**config.mk**
```make
export PLATFORM = sky130hd
export DESIGN_NAME = sfspi_front_end
export DESIGN_NICKNAME = d
export VERILOG_FILES = /design/src/rtl/sfspi_pkg.sv /design/src/rtl/sfspi_front_end.sv
export SDC_FILE = /design/constraint.sdc
export NUM_CORES = 1
export LEC_CHECK = 0
export ABC_AREA = 1
export BUFFER_PORTS_ARGS = -buffer_cell sky130_fd_sc_hd__buf_2
export CAP_MARGIN = 20
export CORE_MARGIN = 2
export CORE_UTILIZATION = 50
export DETAILED_ROUTE_END_ITERATION = 8
export PLACE_DENSITY = 0.78
export SKIP_LAST_GASP = 1
export SYNTH_ARGS = -nofsm -noshare
export SYNTH_HDL_FRONTEND = slang
export SYNTH_SLANG_ARGS = --single-unit
export TNS_END_PERCENT = 20
```
**constraint.sdc**
```tcl
create_clock -name clk_sys_i -period 11.02 [get_ports clk_sys_i]
set_clock_uncertainty 0.05 [all_clocks]
set_input_delay 1.102 -clock clk_sys_i [delete_from_list [all_inputs] [get_ports clk_sys_i]]
set_output_delay 1.102 -clock clk_sys_i [all_outputs]
set_load 0.02 [all_outputs]
```
**src/rtl/sfspi_pkg.sv**
```systemverilog
// package: constants and types of the serial flash bus front end
package sfspi_pkg;
	localparam int unsigned CLK_MHZ = 100;
	localparam int unsigned PUW_US  = 10;
	localparam int unsigned PUW_CYC = PUW_US * CLK_MHZ;
	localparam int unsigned OP_CYC  = 200;
	localparam int unsigned CNT_W   = 24;
	localparam int unsigned ADDR_W  = 22;

	localparam logic [7:0] OP_WREN  = 8'h06;
	localparam logic [7:0] OP_WRDI  = 8'h04;
	localparam logic [7:0] OP_RDSR1 = 8'h05;
	localparam logic [7:0] OP_RDSR2 = 8'h35;
	localparam logic [7:0] OP_WRSR  = 8'h01;
	localparam logic [7:0] OP_PP    = 8'h02;
	localparam logic [7:0] OP_SE    = 8'h20;
	localparam logic [7:0] OP_BE32  = 8'h52;
	localparam logic [7:0] OP_BE64  = 8'hd8;
	localparam logic [7:0] OP_CE1   = 8'hc7;
	localparam logic [7:0] OP_CE2   = 8'h60;
	localparam logic [7:0] OP_PD    = 8'hb9;
	localparam logic [7:0] OP_RPD   = 8'hab;
	localparam logic [7:0] OP_SUSP  = 8'h75;
	localparam logic [7:0] OP_READ  = 8'h03;
	localparam logic [7:0] OP_FREAD = 8'h0b;
	localparam logic [7:0] OP_DOUT  = 8'h3b;
	localparam logic [7:0] OP_DIO   = 8'hbb;
	localparam logic [7:0] OP_QOUT  = 8'h6b;
	localparam logic [7:0] OP_QIO   = 8'heb;

	// low status byte: busy, write latch, range code, bottom, small unit, lock lo
	localparam int ST_WL    = 1;
	localparam int ST_BP_LO = 2;
	localparam int ST_BP_HI = 4;
	localparam int ST_LKLO  = 7;
	localparam int ST_SEC   = 6;
	localparam int ST_TB    = 5;
	// high status byte: lock hi at bit 0, quad lane enable at bit 1
	localparam int SH_LKHI  = 0;
	localparam int SH_QE    = 1;
	localparam int LANE_WP   = 2;
	localparam int LANE_HOLD = 3;

	localparam logic [2:0] W1      = 3'h1;
	localparam logic [2:0] W2      = 3'h2;
	localparam logic [2:0] W4      = 3'h4;
	localparam logic [3:0] OE_1    = 4'h2;
	localparam logic [3:0] OE_2    = 4'h3;
	localparam logic [3:0] OE_4    = 4'hf;
	localparam logic [5:0] CLK_BYTE = 6'h08;
	localparam logic [5:0] CLK_A1  = 6'h18;
	localparam logic [5:0] CLK_A2  = 6'h10;
	localparam logic [5:0] CLK_A4  = 6'h08;
	localparam logic [3:0] DMY_8   = 4'h8;
	localparam logic [3:0] DMY_4   = 4'h4;
	localparam logic [4:0] SH_4K   = 5'h0c;
	localparam logic [4:0] SH_64K  = 5'h10;
	localparam logic [2:0] SEC_CAP = 3'h4;
	localparam logic [2:0] BP_NONE = 3'h0;
	localparam logic [2:0] BP_ALL  = 3'h7;

	typedef enum logic [6:0] {
		ST_IDLE  = 7'h01,
		ST_CMD   = 7'h02,
		ST_ADDR  = 7'h04,
		ST_DUMMY = 7'h08,
		ST_DIN   = 7'h10,
		ST_DOUT  = 7'h20,
		ST_SKIP  = 7'h40
	} sfspi_state_type;

	typedef struct packed {
		logic       ok;
		logic [5:0] a_clk;
		logic [2:0] a_w;
		logic       mode;
		logic [3:0] dmy;
		logic [2:0] o_w;
	} sfspi_dec_type;
endpackage

```
**src/rtl/sfspi_front_end.sv**
```systemverilog
// module: serial flash bus front end with pause, write gating and status protection
`timescale 1ns/1ps
module sfspi_front_end #(
	parameter int unsigned PUW_CYCLES = sfspi_pkg::PUW_CYC,
	parameter int unsigned OP_CYCLES  = sfspi_pkg::OP_CYC,
	parameter int unsigned ADDR_BITS  = sfspi_pkg::ADDR_W
) (
	input  logic        clk_sys_i,
	input  logic        rst_n_i,
	input  logic        cs_n_i,
	input  logic        sclk_i,
	input  logic [3:0]  lane_i,
	output logic [3:0]  lane_o,
	output logic [3:0]  lane_oe_o,
	output logic [23:0] addr_o,
	input  logic [7:0]  array_data_i,
	output logic [7:0]  wdata_o,
	output logic        wdata_valid_o,
	output logic        op_start_o,
	output logic [7:0]  op_code_o,
	output logic        busy_o
);
	import sfspi_pkg::*;

	typedef struct packed {
		logic [1:0]       cs_q, ck_q, nbyte, new_hi;
		logic [3:0]       ln_m, ln_s, obits, lane, oe;
		logic             cs_d, ck_d, paused, pd, busy, write_latch, puw_done, lk_hi, qe, wvalid, start;
		sfspi_state_type  st;
		logic [7:0]       op, obuf, st_lo, new_lo, wdata;
		logic [31:0]      sr;
		logic [5:0]       cnt;
		logic [23:0]      addr;
		logic [CNT_W-1:0] opcnt, puwcnt;
	} sfspi_regs_type;

	sfspi_regs_type r;
	sfspi_regs_type n;

	function automatic sfspi_dec_type decode(input logic [7:0] op);
		decode = '0;
		decode.ok = 1'b1;
		decode.a_w = W1;
		case (op)
			OP_READ: begin
				decode.a_clk = CLK_A1;
				decode.o_w = W1;
			end
			OP_FREAD, OP_DOUT, OP_QOUT: begin
				decode.a_clk = CLK_A1;
				decode.dmy = DMY_8;
				decode.o_w = (op == OP_FREAD) ? W1 : (op == OP_DOUT) ? W2 : W4;
			end
			OP_DIO: begin
				decode.a_clk = CLK_A2;
				decode.a_w = W2;
				decode.mode = 1'b1;
				decode.o_w = W2;
			end
			OP_QIO: begin
				decode.a_clk = CLK_A4;
				decode.a_w = W4;
				decode.mode = 1'b1;
				decode.dmy = DMY_4;
				decode.o_w = W4;
			end
			OP_PP, OP_SE, OP_BE32, OP_BE64: decode.a_clk = CLK_A1;
			OP_RDSR1, OP_RDSR2: decode.o_w = W1;
			OP_WREN, OP_WRDI, OP_WRSR, OP_CE1, OP_CE2, OP_PD, OP_RPD, OP_SUSP: decode.ok = 1'b1;
			default: decode.ok = 1'b0;
		endcase
	endfunction

	function automatic logic [31:0] shin(input logic [31:0] sr, input logic [3:0] l, input logic [2:0] w);
		case (w)
			W1: shin = {sr[30:0], l[0]};
			W2: shin = {sr[29:0], l[1:0]};
			default: shin = {sr[27:0], l};
		endcase
	endfunction

	// the start address alone is checked; with the small unit bit a block erase can straddle a range edge
	function automatic logic prot_hit(input logic [23:0] a, input logic [7:0] s);
		logic [2:0]  bp;
		logic [4:0]  sh;
		logic [24:0] sz, am, asz;
		bp = s[ST_BP_HI:ST_BP_LO];
		sh = s[ST_SEC] ? SH_4K + {2'h0, ((bp > SEC_CAP) ? SEC_CAP : bp) - 3'h1} : SH_64K + {2'h0, bp - 3'h1};
		sz = 25'h1 << sh;
		asz = 25'h1 << ADDR_BITS;
		am = {1'b0, a} & (asz - 25'h1);
		if (bp == BP_NONE)
			prot_hit = 1'b0;
		else if (bp == BP_ALL || sz >= asz)
			prot_hit = 1'b1;
		else if (s[ST_TB])
			prot_hit = am < sz;
		else
			prot_hit = am >= asz - sz;
	endfunction

	always_comb begin
		logic          sel, rise, fall, quad_now, locked, wok, go;
		logic [2:0]    w;
		logic [7:0]    b;
		logic [31:0]   nsr;
		sfspi_dec_type dec, d;
		n = r;
		n.start = 1'b0;
		n.wvalid = 1'b0;
		n.cs_q = {r.cs_q[0], cs_n_i};
		n.ck_q = {r.ck_q[0], sclk_i};
		n.ln_m = lane_i;
		n.ln_s = r.ln_m;
		n.cs_d = r.cs_q[1];
		n.ck_d = r.ck_q[1];
		sel = !r.cs_q[1];
		// edges alone matter, so idle clock level at select (mode 0 or 3) is irrelevant
		rise = sel && r.ck_q[1] && !r.ck_d && !r.paused;
		fall = sel && !r.ck_q[1] && r.ck_d && !r.paused;
		dec = decode(r.op);
		d = '0;
		quad_now = r.st != ST_IDLE && r.st != ST_CMD && dec.o_w == W4;
		// with quad enable the protect pin is a data lane and loses its lock role
		locked = r.lk_hi || (r.st_lo[ST_LKLO] && !r.qe && !r.ln_s[LANE_WP]);
		wok = r.puw_done && !r.busy && !r.pd && r.write_latch;
		go = 1'b0;
		w = dec.o_w;
		b = r.obuf;
		nsr = r.sr;

		if (!r.puw_done) begin
			n.puwcnt = r.puwcnt + 1'b1;
			n.puw_done = r.puwcnt == CNT_W'(PUW_CYCLES - 1);
		end
		if (r.busy) begin
			n.opcnt = r.opcnt + 1'b1;
			if (r.opcnt == CNT_W'(OP_CYCLES - 1)) begin
				n.busy = 1'b0;
				n.write_latch = 1'b0;
			end
		end

		// clock low makes the pause follow the pin; clock high waits for its fall
		if (!sel || r.qe || quad_now)
			n.paused = 1'b0;
		else if (!r.ck_q[1])
			n.paused = !r.ln_s[LANE_HOLD];

		if (!sel) begin
			n.st = ST_IDLE;
			n.oe = 4'h0;
			if (!r.cs_d && r.st == ST_DIN) begin
				case (r.op)
					OP_WREN: n.write_latch = r.puw_done && !r.busy && !r.pd;
					OP_WRDI: n.write_latch = 1'b0;
					OP_WRSR: go = wok && !locked && r.nbyte != 2'h0;
					OP_PP, OP_SE, OP_BE32, OP_BE64: go = wok && !prot_hit(r.addr, r.st_lo);
					OP_CE1, OP_CE2: go = wok && r.st_lo[ST_BP_HI:ST_BP_LO] == BP_NONE;
					OP_PD: n.pd = 1'b1;
					OP_RPD: n.pd = 1'b0;
					default: go = 1'b0;
				endcase
				if (go) begin
					n.busy = 1'b1;
					n.opcnt = '0;
					n.start = 1'b1;
				end
				if (go && r.op == OP_WRSR) begin
					n.st_lo[ST_LKLO:ST_BP_LO] = r.new_lo[ST_LKLO:ST_BP_LO];
					if (r.nbyte != 2'h1) begin
						n.lk_hi = r.new_hi[SH_LKHI];
						n.qe = r.new_hi[SH_QE];
					end
				end
			end
		end else if (r.cs_d) begin
			// a select fall is the only way out of idle
			n.st = ST_CMD;
			n.cnt = CLK_BYTE;
			n.nbyte = 2'h0;
			n.obits = 4'h0;
		end else begin
			if (rise) begin
				case (r.st)
					ST_CMD: begin
						nsr = shin(r.sr, r.ln_s, W1);
						n.sr = nsr;
						n.cnt = r.cnt - 6'h1;
						if (r.cnt == 6'h1) begin
							n.op = nsr[7:0];
							d = decode(nsr[7:0]);
							if (!d.ok || (r.pd && nsr[7:0] != OP_RPD))
								n.st = ST_SKIP;
							else if (r.busy && nsr[7:0] != OP_RDSR1 && nsr[7:0] != OP_RDSR2 && nsr[7:0] != OP_SUSP)
								n.st = ST_SKIP;
							else if (d.o_w == W4 && !r.qe)
								n.st = ST_SKIP;
							else if (d.a_clk != 6'h0) begin
								n.st = ST_ADDR;
								n.cnt = d.a_clk;
							end else begin
								n.st = (d.o_w != 3'h0) ? ST_DOUT : ST_DIN;
								n.cnt = CLK_BYTE;
							end
						end
					end
					ST_ADDR: begin
						nsr = shin(r.sr, r.ln_s, dec.a_w);
						n.sr = nsr;
						n.cnt = r.cnt - 6'h1;
						if (r.cnt == 6'h1) begin
							n.addr = dec.mode ? nsr[31:8] : nsr[23:0];
							if (dec.dmy != 4'h0) begin
								n.st = ST_DUMMY;
								n.cnt = {2'h0, dec.dmy};
							end else begin
								n.st = (dec.o_w != 3'h0) ? ST_DOUT : ST_DIN;
								n.cnt = CLK_BYTE;
							end
						end
					end
					ST_DUMMY: begin
						n.cnt = r.cnt - 6'h1;
						if (r.cnt == 6'h1)
							n.st = ST_DOUT;
					end
					ST_DIN: begin
						nsr = shin(r.sr, r.ln_s, W1);
						n.sr = nsr;
						n.cnt = r.cnt - 6'h1;
						if (r.cnt == 6'h1) begin
							n.cnt = CLK_BYTE;
							n.nbyte = (r.nbyte == 2'h3) ? r.nbyte : r.nbyte + 2'h1;
							if (r.nbyte == 2'h0)
								n.new_lo = nsr[7:0];
							if (r.nbyte == 2'h1)
								n.new_hi = nsr[1:0];
							if (r.op == OP_PP) begin
								n.wdata = nsr[7:0];
								n.wvalid = wok && !prot_hit(r.addr, r.st_lo);
							end
						end
					end
					default: n.st = r.st;
				endcase
			end
			if (fall && r.st == ST_DOUT) begin
				if (r.obits == 4'h0) begin
					if (r.op == OP_RDSR1)
						b = {r.st_lo[ST_LKLO:ST_BP_LO], r.write_latch, r.busy};
					else if (r.op == OP_RDSR2)
						b = {6'h0, r.qe, r.lk_hi};
					else begin
						b = array_data_i;
						n.addr = r.addr + 24'h1;
					end
					n.obits = 4'h8 - {1'b0, w};
				end else
					n.obits = r.obits - {1'b0, w};
				n.obuf = b << w;
				case (w)
					W1: n.lane = {2'h0, b[7], 1'b0};
					W2: n.lane = {2'h0, b[7:6]};
					default: n.lane = b[7:4];
				endcase
				n.oe = (w == W1) ? OE_1 : (w == W2) ? OE_2 : OE_4;
			end
		end

		if (!rst_n_i) begin
			// power-on: every register but the state, which loads ST_IDLE, clears, range code included, and the power-cycle lock mode falls back to 0,0
			n = '0;
			n.st = ST_IDLE;
		end
	end

	always_ff @(posedge clk_sys_i) begin
		r <= n;
	end

	assign lane_o        = r.lane;
	assign lane_oe_o     = r.oe & {4{!r.paused}};
	assign addr_o        = r.addr;
	assign wdata_o       = r.wdata;
	assign wdata_valid_o = r.wvalid;
	assign op_start_o    = r.start;
	assign op_code_o     = r.op;
	assign busy_o        = r.busy;
endmodule // sfspi_front_end

```
After elaboration in Yosys (flattened, before gate mapping):

Index checks and enable logic that the tools add are counted.

* register bits after elaboration: 193
* output and inout port bits: 51
* word-level logic and storage cells: 329

* $add $sub $neg: 12
* order comparisons: 4
* eq/ne operators: 70
* shift-type cells: 2
* muxes and demuxes: 110
* bitwise gates (word level): 8
* reduce and logical (&&, ||, !) cells: 91

Operators by type and width (count)
* $mux 24: 10
* $mux 31: 4
* $eq 8x8->1 const B: 12
* $mux 6: 16
* $pmux 31 s3: 1
* $add 24x1->24 const B: 3
* $pmux 32 s2: 1
* $mux 30: 2
* $eq 8x7->1 const B: 7
* $mux 8: 7
* $eq 8x3->1 const B: 6
* $eq 8x6->1 const B: 6
* $mux 7: 5
* $eq 8x2->1 const B: 4
* $mux 4: 8
* $mux 3: 10
* $logic_and 1x1->1: 26
* $ge 22x25->1: 1
* $ge 25x23->1 const B: 1
* $lt 22x25->1: 1
* $shl 1x5->25 const A: 1
* $sub 23x25->25 const A: 1
* $eq 24x10->1 const B: 1
* $eq 24x8->1 const B: 1
* other kinds (67): 162

Longest topological paths before layout:

Gate-level depths: netlist of run 1.

* depth in word-level cells: 28
* depth in mapped cells: 34
* mapped depth without buffers: 33

Worst setup path after synthesis of run 1:

No wires, ideal clock.

* path type: flip-flop to flip-flop
* start point: register r[128] (netlist bit)
* end point: register r[45] (netlist bit)
* data arrival time: 3535 ps
* data required time: 10906 ps
* path slack: 7371 ps
* stages on the path, launching flop included: 34
* path buffers: 1
* path through: dfxtp_1 > inv_1 > ha_1 > inv_1 > ha_1 > inv_1 > nand2_1 > ha_1 > or2_2 > o21ai_0 > inv_1 > a21oi_1 > nand2_1 > xor2_1 > ha_1 > nand2_1 > nor2_1 > nand2_1 > nor2_1 > nand3_1 > nand2_1 > nor2_1 > nand2_1 > nand2_1 > nand2_1 > nand2_1 > nand3_1 > nand2_1 > nand2_1 > nand2_1 > nand2_1 > nand2_2 > buf_4 > nor2_1

* word-level cells in the longest chain between the ends: 22
* elaborated cells on any way between the ends: 30

RTL lines
* start: declaration: RTL line sfspi_front_end.sv:37 `sfspi_regs_type r;`
* start signal: assignment: RTL line sfspi_front_end.sv:279 `r <= n;`
* $gt 3x3->1: RTL line sfspi_front_end.sv:88 `sh = s[ST_SEC] ? SH_4K + {2'h0, ((bp > SEC_CAP) ? SEC_CAP : bp) - 3'h1} : SH_64K + {2'h0, bp - 3'h1};`
* $mux 3: RTL line sfspi_front_end.sv:88
* $sub 3x1->3: RTL line sfspi_front_end.sv:88
* $add 4x3->5: RTL line sfspi_front_end.sv:88
* $mux 5: RTL line sfspi_front_end.sv:88
* $shl 1x5->25: RTL line sfspi_front_end.sv:89 `sz = 25'h1 << sh;`
* $sub 23x25->25: RTL line sfspi_front_end.sv:99 `prot_hit = am >= asz - sz;`
* $ge 22x25->1: RTL line sfspi_front_end.sv:99
* [... 6 more ...]
* $logic_not 1->1: RTL line sfspi_front_end.sv:158 `OP_PP, OP_SE, OP_BE32, OP_BE64: go = wok && !prot_hit(r.addr, r.st_lo);`
* $logic_and 1x1->1: RTL line sfspi_front_end.sv:158
* $pmux 1 s3 *: RTL line sfspi_front_end.sv:154 `case (r.op)`
* $mux 1 *: RTL line sfspi_front_end.sv:153 `if (!r.cs_d && r.st == ST_DIN) begin`
* $mux 1 *: RTL line sfspi_front_end.sv:150 `if (!sel) begin`
* $mux 24 *: RTL line sfspi_front_end.sv:164 `if (go) begin`
* $mux 24 *: RTL line sfspi_front_end.sv:153
* $mux 24 *: RTL line sfspi_front_end.sv:150

Every way passes the cells marked *; elsewhere a longest branch is shown, timed or not. The select of a mux whose other input is x is not followed.
A chain may end at the register's enable or synchronous reset.

Worst setup path in the final report of run 1:

* start point: register r[128] (netlist bit)
* end point: register r[24] (netlist bit)

The elaborated chain is that of the path after synthesis.

==> flow_summary.ini, run 1 <==
[floorplan]
fp.dieW_microns = 160.9
rows = 57
core_area_sq_um = 24250
io_pins = 67
fp.dieH_microns = 160.9
die_area_sq_um = 25890
start_util_pct = 50.76

[pwr]
p_leak_nw = 5.392
power_mw = 1.394
p_per_area_nw_per_um2 = 106.4
vdd_ir_drop_max_v = 0.00009704

[setup_path]
regToRegStartpoint = r[128]$_SDFFE_PN0P_
reg2reg_to = r[24]$_SDFF_PN0_
r2r_cells = 32
crit_arrival_ps = 4600
r2r_slack_ps = 6730
cp_num_buf_inv = 4
critical_path_class = flip-flop to flip-flop
crit_family = simple AND/OR/NAND/NOR gates
cp_common_cell = nand2_1
critical_path.startpoint_type = flip-flop
crit_path_max_fanout = 24
cp-end-kind = flip-flop
cpPeakStageDelay_ps = 340
cp_slowest_cell = dfxtp_1
worst_ep_required_time_ps = 11330

[synth]
synth_top_area_share_pct = 30.74
syn_area_per_cell_sq_um = 6.775
yosysWarnings = 0
synthTopCellsByArea = dfxtp_1 31%, nand2_1 10%, inv_1 7.2%
ys_seq_area_share_pct = 30.74
synthArstFlopShare_pct = 0
synthCells = 1817
synth.largest_area_cell = dfxtp_1
synth.cell_area_sq_um = 12310
synth_cell_type_count = 61
synth_edf_count = 0
ys_seq_elements = 189
synth-main-ff-cell = dfxtp_1

[timing]
slew_viol_final = 0
timing.setup.tns_ps = 0
fin_ws_ps = 6729
rsz0062_at_grt = false
slew_headroom_pct = 42.60
clock.fmax_mhz = 233.1
holdWs_ps = 365.1
worst_slew_pin_slew_ps = 857.8
finalHoldViolCount = 0
period_needed_ps = 4291
min_period_over_period_pct = 38.94
setup_viol = 0

[clock_network]
clkTransAtPathRegs_ps = 70
cts_max_path_buffers = 2
numCtsBuffers = 17
cts_root_buf = clkbuf_16
h-tree-depth = 4
cts_resized = 0
cts_tree = done
numClockSinks = 189
postCtsHoldBufs = 0
postCtsSetupBuffers = 0
clock_latency_ps = 440

[finish]
syn_to_final_growth_pct = 6.414
final_area_sq_um = 13100
insertedDiodeCount = 0
utilization_pct = 54.02
layout_commonest_cell = nand2_1
drive_gt1_share_pct = 9.086
final_cell_mix = 338 x nand2_1, 235 x inv_1, 193 x nor2_1
final_nets = 1891
fin_cells = 2151

[worst_hold_path]
holdPathStages = 2
hp-class = flip-flop to flip-flop
whs_endpoint = r[182]$_SDFF_PN0_
hp-start = r[186]$_SDFF_PN0_

[placement]
dp.final_hpwl_mm = 24.13
gp_congestion = 0.9345
io_buffers = 66
place_inst = 2119
place_ws_ps = 6736
place_area_sq_um = 12500

[route]
drc_errors = 0
drtIter0Drc = 1325
ant_nets = 0
detail_route.vias_per_cell = 5.621
firstDrtPassIters = 6
wl_per_cell_microns = 15.26
vias = 12090
finalWirelength_mm = 32.82

[grt]
grt_pass1_vias = 11040
grt_use_total_pct = 25.14
grt_max_degree = 66
overflow = 0
grt_first_pass_wirelength_mm = 53.99
antenna_found_initial = 0

[run_status]
status = finished, final reports clean

[job]
max-cap-violations = 0
==> worst max-delay path by stage <==
| stage | startpoint | to | slack (ps) | cells past startpoint |
|---|---|---|---|---|
| floorplan | r[128]$_SDFFE_PN0P_ | r[45]$_SDFF_PN0_ | 7370 | 33 |
| global placement | r[128]$_SDFFE_PN0P_ | r[43]$_SDFF_PN0_ | 6910 | 32 |
| detailed placement | r[128]$_SDFFE_PN0P_ | r[35]$_SDFF_PN0_ | 6740 | 32 |
| CTS | r[128]$_SDFFE_PN0P_ | r[24]$_SDFF_PN0_ | 6700 | 32 |
| global route | r[128]$_SDFFE_PN0P_ | r[31]$_SDFF_PN0_ | 6160 | 32 |
| finish | r[128]$_SDFFE_PN0P_ | r[24]$_SDFF_PN0_ | 6730 | 32 |
==> sequential cells by signal (all words and copies together), names as in the netlist <==
name / flops
busy_o: 1
op_start_o: 1
wdata_o: 8
op_code_o: 8
lane_o: 4
wdata_valid_o: 1
r: 142
addr_o: 24
==> final cells by class <==
class,count,area (sq um)
repair buffers,73,382.9
well taps,324,405.4
fillers,2415,11150
flip-flops and latches,189,3784
multi-input cells,1280,6977
inverters,253,954.7
clock inverters,14,156.4
clock buffers,18,439.2
==> cell families after synthesis <==
group           Yosys count  share of synthesized area, %
fa+ha+maj                61                         6.261
xor+xnor                 34                         2.419
mux                       2                        0.1626
other cells               2                       0.06101
compound gates          415                         20.34
simple gates            747                         26.86
flops                   189                         30.74
buf+inv                 367                         13.16
==> Yosys cell counts (all sizes together) (9+ instances only) <==
library cell  instances
a211oi               25
a21oi               146
a31oi                11
buf                  81
clkbuf               33
dfxtp               189
ha                   60
inv                 252
nand2               342
nand3                81
nand4                25
nor2                209
nor3                 51
nor4                 21
o211ai               59
o21ai               108
o221ai                9
o22ai                32
xnor2                15
xor2                 19
==> power breakdown <==
group	internal, mW	leakage, nW	switching [mW]	total [mW]
logic	0.0205	3.58	0.0441	0.0645
clock network	0.345	0.286	0.289	0.634
registers	0.688	1.53	0.00750	0.695
==> per-layer routing <==
metal  vias up  GRT usage (%)  routed length, microns
met5         -              0                       0
met2       441          41.03                   14720
li1       6028              -                       -
met3        73          4.210                    2307
met1      5548          34.44                   15100
met4         0          6.859                     689
==> worst register-to-register path: cells and delay by family, from the launching register on <==
| kind | cells | cell delay (ps) |
|---|---|---|
| adders and majority gates | 4 | 920 |
| AOI/OAI and AO/OA | 2 | 370 |
| and+or+nand+nor | 21 | 2060 |
| DFF | 1 | 340 |
| xor gates and xnor gates | 1 | 150 |
| buffers and inverters | 4 | 340 |
No activity file was read; power rests on OpenSTA's default activity.
==> inputs of run 2 (changes only) <==
--- a/config.mk
+++ b/config.mk
@@ -5,7 +5,7 @@
 export SDC_FILE = /design/constraint.sdc
 export NUM_CORES = 1
 export LEC_CHECK = 0
-export ABC_AREA = 1
+export ABC_AREA = 0
 export BUFFER_PORTS_ARGS = -buffer_cell sky130_fd_sc_hd__buf_2
 export CAP_MARGIN = 20
 export CORE_MARGIN = 2
==> constraint.sdc (replaced) <==
create_clock -name clk_sys_i -period 4.15 [get_ports clk_sys_i]
set_clock_uncertainty 0.05 [all_clocks]
set_input_delay 0.415 -clock clk_sys_i [delete_from_list [all_inputs] [get_ports clk_sys_i]]
set_output_delay 0.415 -clock clk_sys_i [all_outputs]
set_load 0.02 [all_outputs]
==> run 2 against run 1 <==
Against the previous run: final area shrank 3.2%; critical path depth shrank 14; register-to-register slack lost 6500 ps; synthesized cell count shrank 18%; sequential power grew to 2.6 times the previous value; critical path type unchanged; critical endpoint is now r[43]$_SDFF_PN0_.
==> flow_summary.ini, run 2 <==
[grt]
grt_first_pass_wirelength_mm = 49.45
overflow = 0
grt_use_total_pct = 24.54
antenna_found_initial = 0
grt_max_degree = 60
grt_pass1_vias = 9762

[timing]
worst_slew_pin_slew_ps = 1006
slew_viol_final = 0
min_period_over_period_pct = 95.16
fin_ws_ps = 201.0
clock.fmax_mhz = 253.2
setup_viol = 0
rsz0062_at_grt = true
holdWs_ps = 122.9
period_needed_ps = 3949
finalHoldViolCount = 0
timing.setup.tns_ps = 0
slew_headroom_pct = 32.69

[setup_path]
crit_path_max_fanout = 24
regToRegStartpoint = r[128]$_SDFFE_PN0P_
reg2reg_to = r[43]$_SDFF_PN0_
critical_path_class = flip-flop to flip-flop
r2r_cells = 18
critical_path.startpoint_type = flip-flop
crit_arrival_ps = 4280
r2r_slack_ps = 200
setup.worst_path.start = r[128]$_SDFFE_PN0P_
worst_ep_required_time_ps = 4480
cp-end-kind = flip-flop

[floorplan]
start_util_pct = 50.66
fp.dieH_microns = 157.8
rows = 56
io_pins = 67
core_area_sq_um = 23330
die_area_sq_um = 24890
fp.dieW_microns = 157.8

[clock_network]
clock_latency_ps = 450
postCtsSetupBuffers = 0
clkTransAtPathRegs_ps = 70
h-tree-depth = 4
cts_resized = 0
cts_root_buf = clkbuf_16
numClockSinks = 189
cts_max_path_buffers = 2
postCtsHoldBufs = 0
numCtsBuffers = 17
cts_tree = done

[finish]
final_nets = 1548
largest_reg_flops = 142
drive_gt1_share_pct = 10.65
final_area_sq_um = 12680
layout_commonest_cell = dfxtp_1
syn_to_final_growth_pct = 7.261
top_register = r
insertedDiodeCount = 0
utilization_pct = 54.34
fin_cells = 1803
final_cell_mix = 189 x dfxtp_1, 180 x nor2_1, 134 x nand2_1

[synth]
yosysMostFrequentCell = dfxtp_1
synthArstFlopShare_pct = 0
synth_cell_type_count = 93
yosysWarnings = 0
synth.largest_area_cell = dfxtp_1
synthCells = 1484
synth_commonest_cells = 189 x dfxtp_1, 180 x nor2_1, 134 x nand2_1
ys_seq_elements = 189
syn_area_per_cell_sq_um = 7.966
synthTopCellsByArea = dfxtp_1 32%, ha_1 6.4%, nor2_1 5.7%
synth_top_area_share_pct = 32.01
synth_edf_count = 0
ys_seq_area_share_pct = 32.01
synth-main-ff-cell = dfxtp_1
synth.cell_area_sq_um = 11820

[placement]
io_buffers = 66
place_inst = 1770
dp.final_hpwl_mm = 21.78
place_ws_ps = 139.5
gp_congestion = 0.9225
place_area_sq_um = 12070

[route]
vias = 10910
drtIter0Drc = 1103
wl_per_cell_microns = 17.15
ant_nets = 0
firstDrtPassIters = 8
drc_errors = 0
finalWirelength_mm = 30.91
detail_route.vias_per_cell = 6.053

[job]
max-cap-violations = 0

[pwr]
p_comb_share_pct = 4.0
vdd_ir_drop_max_v = 0.0002162
p_leak_nw = 4.681
p_seq_share_pct = 50.9
p_per_area_nw_per_um2 = 285.7
clkPwrFrac_pct = 45.1
swShare_pct = 24.12
power_mw = 3.622
internal-power_mw = 2.748
power.switching_mw = 0.8738

[worst_hold_path]
hp-start = lane_i[2]
whs_endpoint = r[186]$_SDFF_PN0_
holdPathStages = 2
hp-class = input port to flip-flop

[run_status]
status = finished, final reports clean
==> run 2: worst max-delay path by stage <==
stage	end	slack, ps	depth (start not counted)
floorplan	r[41]$_SDFF_PN0_	280	23
global placement	busy_o$_SDFF_PN0_	220	18
detailed placement	busy_o$_SDFF_PN0_	140	18
CTS	r[43]$_SDFF_PN0_	100	19
global route	r[44]$_SDFF_PN0_	2	22
finish	r[43]$_SDFF_PN0_	200	18
==> run 2: cells by family after synthesis <==
group | count (synthesis) | synth area share [%]
multiplexers | 28 | 2.434
flip-flops | 189 | 32.01
XOR/XNOR | 54 | 4.001
AND/OR/NAND/NOR | 596 | 25.01
adder cells (fa/ha/maj) | 61 | 6.520
other | 2 | 0.06353
buffers and inverters | 176 | 7.547
AO/OA/AOI/OAI | 378 | 22.42
==> run 2: final cells by class <==
| class | count | area [sq um] |
|---|---|---|
| tap | 319 | 399.1 |
| sequential | 189 | 3784 |
| multi-input combinational | 1138 | 7261 |
| clock inverter | 10 | 105.1 |
| timing repair buffer | 91 | 538.0 |
| inverter | 34 | 128.9 |
| clock buffer | 22 | 464.2 |
| fill | 2131 | 10650 |
==> run 2: power groups by stage <==
stage	sequential, mW	combinational [mW]	clock [mW]
2_1_floorplan	1.88	0.109	0
6_report	1.84	0.145	1.63
4_1_cts	1.84	0.143	1.65
3_3_place_gp	1.88	0.139	0
5_1_grt	1.84	0.160	1.72
3_5_place_dp	1.88	0.142	0
==> run 2: routing by layer <==
layer	up-vias	GRT usage [%]	wire, microns
li1	5323	-	-
met1	5076	31.38	13310
met2	435	41.57	14760
met3	79	4.216	2021
met4	0	8.745	817
met5	-	0	0
==> run 2: critical path: stages (launching register included) <==
cell	delay, ps
dfxtp_1	310
inv_1	70
ha_1	170
inv_1	50
ha_1	220
nand2b_1	160
ha_1	310
mux2_2	350
and3_1	230
a21oi_1	150
ha_1	190
nand4_1	150
nor3_2	260
o221ai_1	180
a311oi_1	370
a311o_2	270
a2bb2oi_4	80
buf_12	170
nor2_1	130
